$ cat src/core/serial_word_pkg.sv
// Constants and types of the two-channel converter serial word logic.
// Assumes a single 40 MHz system clock; pins are asynchronous to it.
// What this block does
// - Each result leaves as a sixteen-bit word whose first two bits are zero.
// - Twelve-bit variant: zeros, channel bit, mode flag, then result MSB first.
// - Ten-bit variant: same header, ten-bit result MSB first, then two zeros.
// - The first output bit is driven at select fall; each later bit is shifted out on a falling serial clock edge.
// - Input data is sampled on falling serial clock edges during the transfer.
// - Only the third and fourth input bits are used; all others are ignored.
// - Third input bit picks the next channel: zero or one.
// - Fourth bit differing from the third keeps daisy-chain mode.
// - Fourth bit equal to the third returns to normal mode next cycle.
// - Channel bit and mode flag match in normal mode, differ in daisy chain.
// - Output channel bit names the input actually converted for this word.
// - Select released after 10th, before 12th fall: end, release, enter chain.
// - Select released after 2nd, before 10th fall: abort, release, power down.
package serial_word_pkg;

  localparam int WORD_BITS = 16;
  localparam int FIELD_BITS = 12;
  localparam logic [4:0] CHAN_FALL = 5'h03;
  localparam logic [4:0] KEEP_FALL = 5'h04;
  localparam logic [4:0] DOWN_MIN_FALLS = 5'h02;
  localparam logic [4:0] CHAIN_MIN_FALLS = 5'h0A;
  localparam logic [4:0] CHAIN_END_FALLS = 5'h0C;
  localparam logic [4:0] MAX_FALLS = 5'h10;
  localparam logic RST_CHAN = 1'h0;

  typedef enum logic [1:0] {
    MODE_NORMAL,
    MODE_CHAIN,
    MODE_DOWN
  } mode_t;

  typedef struct packed {
    mode_t mode;
    logic chan;
    logic active;
    logic [4:0] cnt;
    logic [WORD_BITS-1:0] word;
    logic rx_chan;
    logic rx_keep;
    logic sdo;
    logic oe;
    logic strobe;
    logic chain_out;
    logic down_out;
  } core_state_t;

  typedef struct packed {
    logic [1:0] cs_s;
    logic [2:0] sclk_s;
    logic [1:0] sdi_s;
    logic cs_old;
  } front_state_t;

endpackage

$ cat src/core/pin_event_if.sv
// Events recovered from the serial pins, passed from the pin front end to the core.
// Assumes both ends run on the system clock.
`timescale 1ns/1ps
interface pin_event_if;
  logic cs_fall;
  logic cs_rise;
  logic cs_low;
  logic sclk_fall;
  logic sdi;

  modport front
  (
    output cs_fall,
    output cs_rise,
    output cs_low,
    output sclk_fall,
    output sdi
  );

  modport core
  (
    input cs_fall,
    input cs_rise,
    input cs_low,
    input sclk_fall,
    input sdi
  );
endinterface

$ cat src/core/pin_front.sv
// Two-stage synchronisers and edge finders for select, serial clock and data in.
// Assumes pin clocks are well below half the system clock rate.
`timescale 1ns/1ps
module pin_front
(
  input wire logic clk_sys,
  input wire logic sys_rst,
  input wire logic cs_n_pin,
  input wire logic sclk_pin,
  input wire logic sdi_pin,
  pin_event_if.front ev
);
  import serial_word_pkg::*;

  front_state_t st_q;
  front_state_t st_d;

  // ****************************************
  // Synchronise, then compare settled stages
  // ****************************************
  // Edge finders look only at second and later stages, never the first flop
  always_comb
  begin
    st_d = st_q;
    st_d.cs_s = {st_q.cs_s[0], cs_n_pin};
    st_d.sclk_s = {st_q.sclk_s[1:0], sclk_pin};
    st_d.sdi_s = {st_q.sdi_s[0], sdi_pin};
    st_d.cs_old = st_q.cs_s[1];
  end

  always_ff @(posedge clk_sys)
  begin
    if (sys_rst)
    begin
      st_q <= '{cs_s: 2'h3, sclk_s: 3'h0, sdi_s: 2'h0, cs_old: 1'h1};
    end
    else
    begin
      st_q <= st_d;
    end
  end

  // Select edges and falling serial clock as one-cycle events
  assign ev.cs_low = !st_q.cs_s[1];
  assign ev.cs_fall = st_q.cs_old && !st_q.cs_s[1];
  assign ev.cs_rise = !st_q.cs_old && st_q.cs_s[1];
  assign ev.sclk_fall = st_q.sclk_s[2] && !st_q.sclk_s[1];
  assign ev.sdi = st_q.sdi_s[1];
endmodule

$ cat src/core/serial_word_core.sv
// Serial word logic of a two-channel successive approximation converter.
// Assumes the analog core holds conv_code steady for the channel on sample_channel.
`timescale 1ns/1ps
module serial_word_core #(
  parameter int RES_BITS = 12
)
(
  input wire logic clk_sys,
  input wire logic sys_rst,
  input wire logic cs_n_pin,
  input wire logic sclk_pin,
  input wire logic sdi_pin,
  output logic sdo_o,
  output logic sdo_oe,
  input wire logic [RES_BITS-1:0] conv_code,
  output logic sample_strobe,
  output logic sample_channel,
  output logic chain_mode,
  output logic power_down
);
  import serial_word_pkg::*;

  localparam int PAD_BITS = serial_word_pkg::FIELD_BITS - RES_BITS;
  // Fall count from which only trailing zeros leave the word
  localparam logic [4:0] PAD_FROM = 5'(WORD_BITS - PAD_BITS);

  pin_event_if ev();
  core_state_t st_q;
  core_state_t st_d;
  logic [FIELD_BITS-1:0] res_field;
  logic word_flag;

  pin_front u_front
  (
    .clk_sys(clk_sys),
    .sys_rst(sys_rst),
    .cs_n_pin(cs_n_pin),
    .sclk_pin(sclk_pin),
    .sdi_pin(sdi_pin),
    .ev(ev.front)
  );

  // ****************************************
  // Word assembly
  // ****************************************
  // Short result sits left-aligned; the low bits left over become trailing zeros
  assign res_field = FIELD_BITS'(conv_code) << PAD_BITS;
  // Flag equals channel in normal mode and is its inverse in daisy chain
  assign word_flag = st_q.chan ^ (st_q.mode == MODE_CHAIN);

  // ****************************************
  // Transfer and mode control
  // ****************************************
  // One process covers a whole frame: start, bit steps, and the end decision
  always_comb
  begin
    st_d = st_q;
    st_d.strobe = 1'b0;
    if (ev.cs_fall)
    begin
      // Converted channel is the one chosen by the previous frame
      st_d.word = {2'b00, st_q.chan, word_flag, res_field};
      st_d.sdo = 1'b0;
      st_d.oe = 1'b1;
      st_d.active = 1'b1;
      st_d.cnt = 5'h00;
      st_d.strobe = 1'b1;
      st_d.rx_chan = st_q.chan;
      st_d.rx_keep = st_q.chan;
    end
    else if (st_q.active && ev.cs_rise)
    begin
      st_d.active = 1'b0;
      st_d.oe = 1'b0;
      st_d.sdo = 1'b0;
      // New channel only if its bit actually arrived
      if (st_q.cnt >= CHAN_FALL)
      begin
        st_d.chan = st_q.rx_chan;
      end
      if (st_q.cnt < DOWN_MIN_FALLS)
      begin
        st_d.mode = st_q.mode; // Glitch guard: too early to change anything
      end
      else if (st_q.cnt < CHAIN_MIN_FALLS)
      begin
        st_d.mode = MODE_DOWN;
      end
      else if (st_q.cnt < CHAIN_END_FALLS)
      begin
        st_d.mode = MODE_CHAIN;
      end
      else if (st_q.mode == MODE_CHAIN && st_q.rx_keep != st_q.rx_chan)
      begin
        st_d.mode = MODE_CHAIN;
      end
      else
      begin
        st_d.mode = MODE_NORMAL;
      end
    end
    else if (st_q.active && ev.sclk_fall && ev.cs_low)
    begin
      // Counter saturates so clocks beyond the word still count as a full frame
      if (st_q.cnt != MAX_FALLS)
      begin
        st_d.cnt = st_q.cnt + 5'h01;
      end
      st_d.word = {st_q.word[WORD_BITS-2:0], 1'b0};
      st_d.sdo = st_q.word[WORD_BITS-2];
      // Only positions three and four are kept
      if (st_q.cnt + 5'h01 == CHAN_FALL)
      begin
        st_d.rx_chan = ev.sdi;
      end
      if (st_q.cnt + 5'h01 == KEEP_FALL)
      begin
        st_d.rx_keep = ev.sdi;
      end
    end
    // Mode outputs get flops of their own so no decode sits behind a pin
    st_d.chain_out = (st_d.mode == MODE_CHAIN);
    st_d.down_out = (st_d.mode == MODE_DOWN);
  end

  always_ff @(posedge clk_sys)
  begin
    if (sys_rst)
    begin
      st_q <= '{mode: MODE_NORMAL, chan: RST_CHAN, active: 1'b0, cnt: 5'h00,
                word: 16'h0000, rx_chan: RST_CHAN, rx_keep: RST_CHAN, sdo: 1'b0,
                oe: 1'b0, strobe: 1'b0, chain_out: 1'b0, down_out: 1'b0};
    end
    else
    begin
      st_q <= st_d;
    end
  end

  // Every output straight from a state flop
  assign sdo_o = st_q.sdo;
  assign sdo_oe = st_q.oe;
  assign sample_strobe = st_q.strobe;
  assign sample_channel = st_q.chan;
  assign chain_mode = st_q.chain_out;
  assign power_down = st_q.down_out;

  logic flag_at_start;
  logic chan_at_start;
  always_ff @(posedge clk_sys)
  begin
    if (ev.cs_fall)
    begin
      flag_at_start <= word_flag;
      chan_at_start <= st_q.chan;
    end
  end
endmodule

$ cat config.mk
export PLATFORM = sky130hd
export DESIGN_NAME = serial_word_core
export DESIGN_NICKNAME = d
export VERILOG_FILES = /design/src/core/serial_word_pkg.sv /design/src/core/pin_event_if.sv /design/src/core/pin_front.sv /design/src/core/serial_word_core.sv
export SDC_FILE = /design/constraint.sdc
export NUM_CORES = 1
export LEC_CHECK = 0
export BUFFER_PORTS_ARGS = -buffer_cell sky130_fd_sc_hd__buf_4
export CORE_MARGIN = 5
export CORE_UTILIZATION = 45
export CTS_BUF_LIST = sky130_fd_sc_hd__clkbuf_16
export CTS_CLUSTER_SIZE = 40
export DETAILED_ROUTE_END_ITERATION = 16
export PLACE_DENSITY = 0.78
export SYNTH_ARGS = -nofsm -noshare
export SYNTH_HDL_FRONTEND = slang
export SYNTH_SLANG_ARGS = --single-unit
$ cat constraint.sdc
create_clock -name clk_sys -period 1.3 [get_ports clk_sys]
set_input_delay 0.325 -clock clk_sys [delete_from_list [all_inputs] [get_ports clk_sys]]
set_output_delay 0.325 -clock clk_sys [all_outputs]
set_load 0.02 [all_outputs]
==> flow_summary_export.csv <==
group,metric,value,unit
timing,fin_hold_ws,231.4,ps
timing,period_minus_slack,1306,ps
timing,rsz0062_at_grt,"true",
timing,relSlewSlack,0.7713,
floorplanning,rows,21,
clock_network,h-tree-depth,2,
cells_and_area,diodes,0,
cells_and_area,area_growth,33.18,%
clock_network,clk_pin_slew,50,ps
yosys,ys.flop_type,"dfxtp_1",
timing,final-max-slew-violation-count,0,
clock_network,hold_buffers,0,
setup_path,critical_path.top_delay_family,"compound AO/OA/AOI/OAI gates",
cells_and_area,postLayoutCoreUtil,0.6337,
cells_and_area,drive_above_1_share,0.3053,
yosys,synth_edf_count,0,
yosys,synth_commonest_cells,"dfxtp_1, nor2_1, o21ai_0, nor3_1",
yosys,synth.top_cell.area_share,0.4681,
pwr,p_int,1961,uW
flow_run,cap_viol_max_count,0,
global_routing,grt_pass1_vias,1315,
clock_network,cts_num_sinks,38,
yosys,synth_nets,210,
setup_path,crit_chain,"nand4bb_1, buf_6, o41ai_4, a31oi_1, mux2i_1",
detailed_routing,first_pass_iters,4,
detailed_routing,ant_nets,0,
yosys,syn-instance-count,190,
place,dp_slack,-61.15,ps
cells_and_area,nets,246,
timing,finalSetupViolations,1,
clock_network,cts-root-buf,"clkbuf_16",
pwr,comb_power_share,0.058,
floorplanning,die_area,0.004914,mm^2
detailed_routing,drt_iter0_drc,78,
yosys,synth_area,0.001625,mm^2
detailed_routing,vias,1406,
setup_path,endpoint_kind,"flop",
place,portBuffers,22,
setup_path,worstPathArrival,1470,ps
global_routing,grt_usage,0.1475,
pwr,seqPwrFrac,0.487,
hold_path,min_path_type,"in2reg",
timing,worst_slack,-6.484,ps
setup_path,cp_slowest_cell,"dfxtp_2",
global_routing,grt_first_pass_wirelength,5816,um
clock_network,clk_latency,280,ps
place,placed_area,0.001948,mm^2
timing,fmax,765.4,MHz
global_routing,grt_antenna_before_repair,0,
clock_network,cts_buffers,5,
floorplanning,die_h,70.10,um
clock_network,post_cts_buffers,0,
floorplanning,fp.coreArea,0.003416,mm^2
yosys,synth_seq_cells,38,
detailed_routing,drt-total-wl,3487,um
yosys,seq_area_frac_synth,0.4681,
yosys,avgSynthCellArea,8.554,um^2
cells_and_area,final_area,0.002165,mm^2
global_routing,grt_start_max_net_pins,17,
detailed_routing,drc,0,
yosys,ys_async_sr_fraction,0,
setup_path,path_max_fanout,5,
setup_path,crit_required,1460,ps
yosys,synth_cell_types,37,
pwr,pwr-share-clk,0.455,
yosys,synth_area_leaders,"dfxtp_1, nor2_1, o21ai_0",
run_status,outcome,"complete, but fails checks",
setup_path,critPathMaxStageDelay,320,ps
floorplanning,die_w,70.10,um
setup_path,critPathLaunchType,"flop",
setup_path,crit_type,"reg2reg",
place,dp_hpwl,2424,um
clock_network,clock_path_buffers,2,
detailed_routing,vias_per_cell,5.169,
timing,hold_viol_final,0,
pwr,ir_drop,871.1,uV
pwr,p_leak,0.0009211,uW
pwr,switching_power,522.0,uW
place,gp_congestion,0.8141,
clock_network,cts_tree,"built",
run_status,violations,"negative setup slack",
floorplanning,initial_core_util,0.4758,
setup_path,path_buf_inv,1,
yosys,ys_warn_count,0,
global_routing,gr-total-overflow,0,
yosys,yosysTopAreaCell,"dfxtp_1",
pwr,p_per_area,1147,mW/mm^2
timing,worst_pin_slew,342.6,ps
timing,fin_skew,3.532,ps
floorplanning,ioPinCount,23,
timing,finalCritPeriodShare,1.005,
pwr,swShare,0.2103,
detailed_routing,wl_per_cell,12.82,um
final timing paths:
check                                                start                         end  slack, ps  cells past startpoint
worst max-delay path            u_front.st_d[0]$_SDFF_PP1_        st_q[6]$_SDFFE_PP0P_         -6                      5
worst max register to register  u_front.st_d[0]$_SDFF_PP1_        st_q[6]$_SDFFE_PP0P_         -6                      5
worst min register to register  u_front.st_d[7]$_SDFF_PP1_  u_front.st_d[0]$_SDFF_PP1_        410                      1
worst min-delay path                              cs_n_pin  u_front.st_d[7]$_SDFF_PP1_        230                      2
worst reg2reg max path, delay by kind of cell, from the launching register on:
| kind | cells | cell delay, ps |
|---|---|---|
| compound gates | 2 | 400 |
| flops | 1 | 320 |
| simple gates | 1 | 190 |
| buf+inv | 1 | 160 |
| mux | 1 | 120 |
what timing repair did:
action,4_1_cts,5_1_grt
pin swaps,2,6
endpoints found under the setup margin,4,18
resized for setup,5,23
final cells by class:
type	count	area (um^2)
multi-input combinational	136	868.3
clock buffer	5	125.1
fill	300	1251
sequential	38	777.0
clock inverter	2	10.01
timing repair buffer	40	307.8
tap	46	57.56
inverter	5	18.77
stage by stage:
step	setup TNS, ps	cells	power (uW)
after detailed placement	-119.7	265	1379
after CTS	-1.286	272	2509
after floorplan	-3.071	190	1305
after global routing	-190.5	272	2573
final	-6.484	272	2483
after global placement	-66.08	265	1376
state kept, by name, summed over array words and instances, names as in the netlist:
signal and flops:
sample_channel 1, u_front.st_q 2, power_down 1, u_front.ev.sdi 1, sdo_o 1, st_q 25
chain_mode 1, sample_strobe 1, u_front.st_d 5
cells by family after synthesis:
| kind of cell | count (synthesis) | share of synthesized area |
|---|---|---|
| DFF | 38 | 0.4681 |
| AOI/OAI and AO/OA | 36 | 0.1455 |
| muxes | 4 | 0.02464 |
| buffers and inverters | 16 | 0.04080 |
| adders and majority gates | 3 | 0.02310 |
| and+or+nand+nor | 88 | 0.2710 |
| xor gates and xnor gates | 5 | 0.02694 |
cell usage in the layout, fill, tap and decap left out, types with 2 or more instances in the layout:
| cell type | Yosys | routed |
|---|---|---|
| dfxtp_4 | 0 | 3 |
| mux2i_1 | 4 | 4 |
| dfxtp_2 | 0 | 4 |
| a222oi_1 | 2 | 2 |
| a21oi_1 | 7 | 6 |
| and3_1 | 2 | 2 |
| nor2b_1 | 8 | 8 |
| buf_6 | 0 | 2 |
| nand4_1 | 3 | 3 |
| inv_1 | 5 | 4 |
| nor2_1 | 38 | 37 |
| ha_1 | 3 | 2 |
| buf_4 | 0 | 38 |
| o21ai_0 | 14 | 10 |
| o21a_1 | 3 | 3 |
| xor2_1 | 4 | 4 |
| o21ai_1 | 0 | 4 |
| nand2_1 | 8 | 8 |
| dfxtp_1 | 38 | 31 |
| nand3b_1 | 3 | 3 |
| clkbuf_16 | 0 | 5 |
| clkinv_2 | 0 | 2 |
| nor3_2 | 0 | 2 |
| a21o_1 | 2 | 2 |
| nor3_1 | 13 | 11 |
| or2_2 | 2 | 2 |
| a31oi_1 | 2 | 2 |
power groups by stage:
stage | logic, uW | registers, uW | clock network [uW]
final | 145 | 1210 | 1130
after floorplan | 67.2 | 1240 | 0
after detailed placement | 141 | 1240 | 0
after CTS | 142 | 1210 | 1150
after global routing | 161 | 1210 | 1200
after global placement | 139 | 1240 | 0
metal layers:
layer / share of wire / wire length, um / track usage / vias up
met5: 0 / 0 / 0 / -
met1: 0.49 / 1692 / 0.1882 / 649
met4: 0.018 / 63 / 0.06383 / 0
li1: - / - / - / 723
met2: 0.46 / 1594 / 0.2298 / 27
met3: 0.039 / 137 / 0.04448 / 7
(Power assumes the default switching activity.)
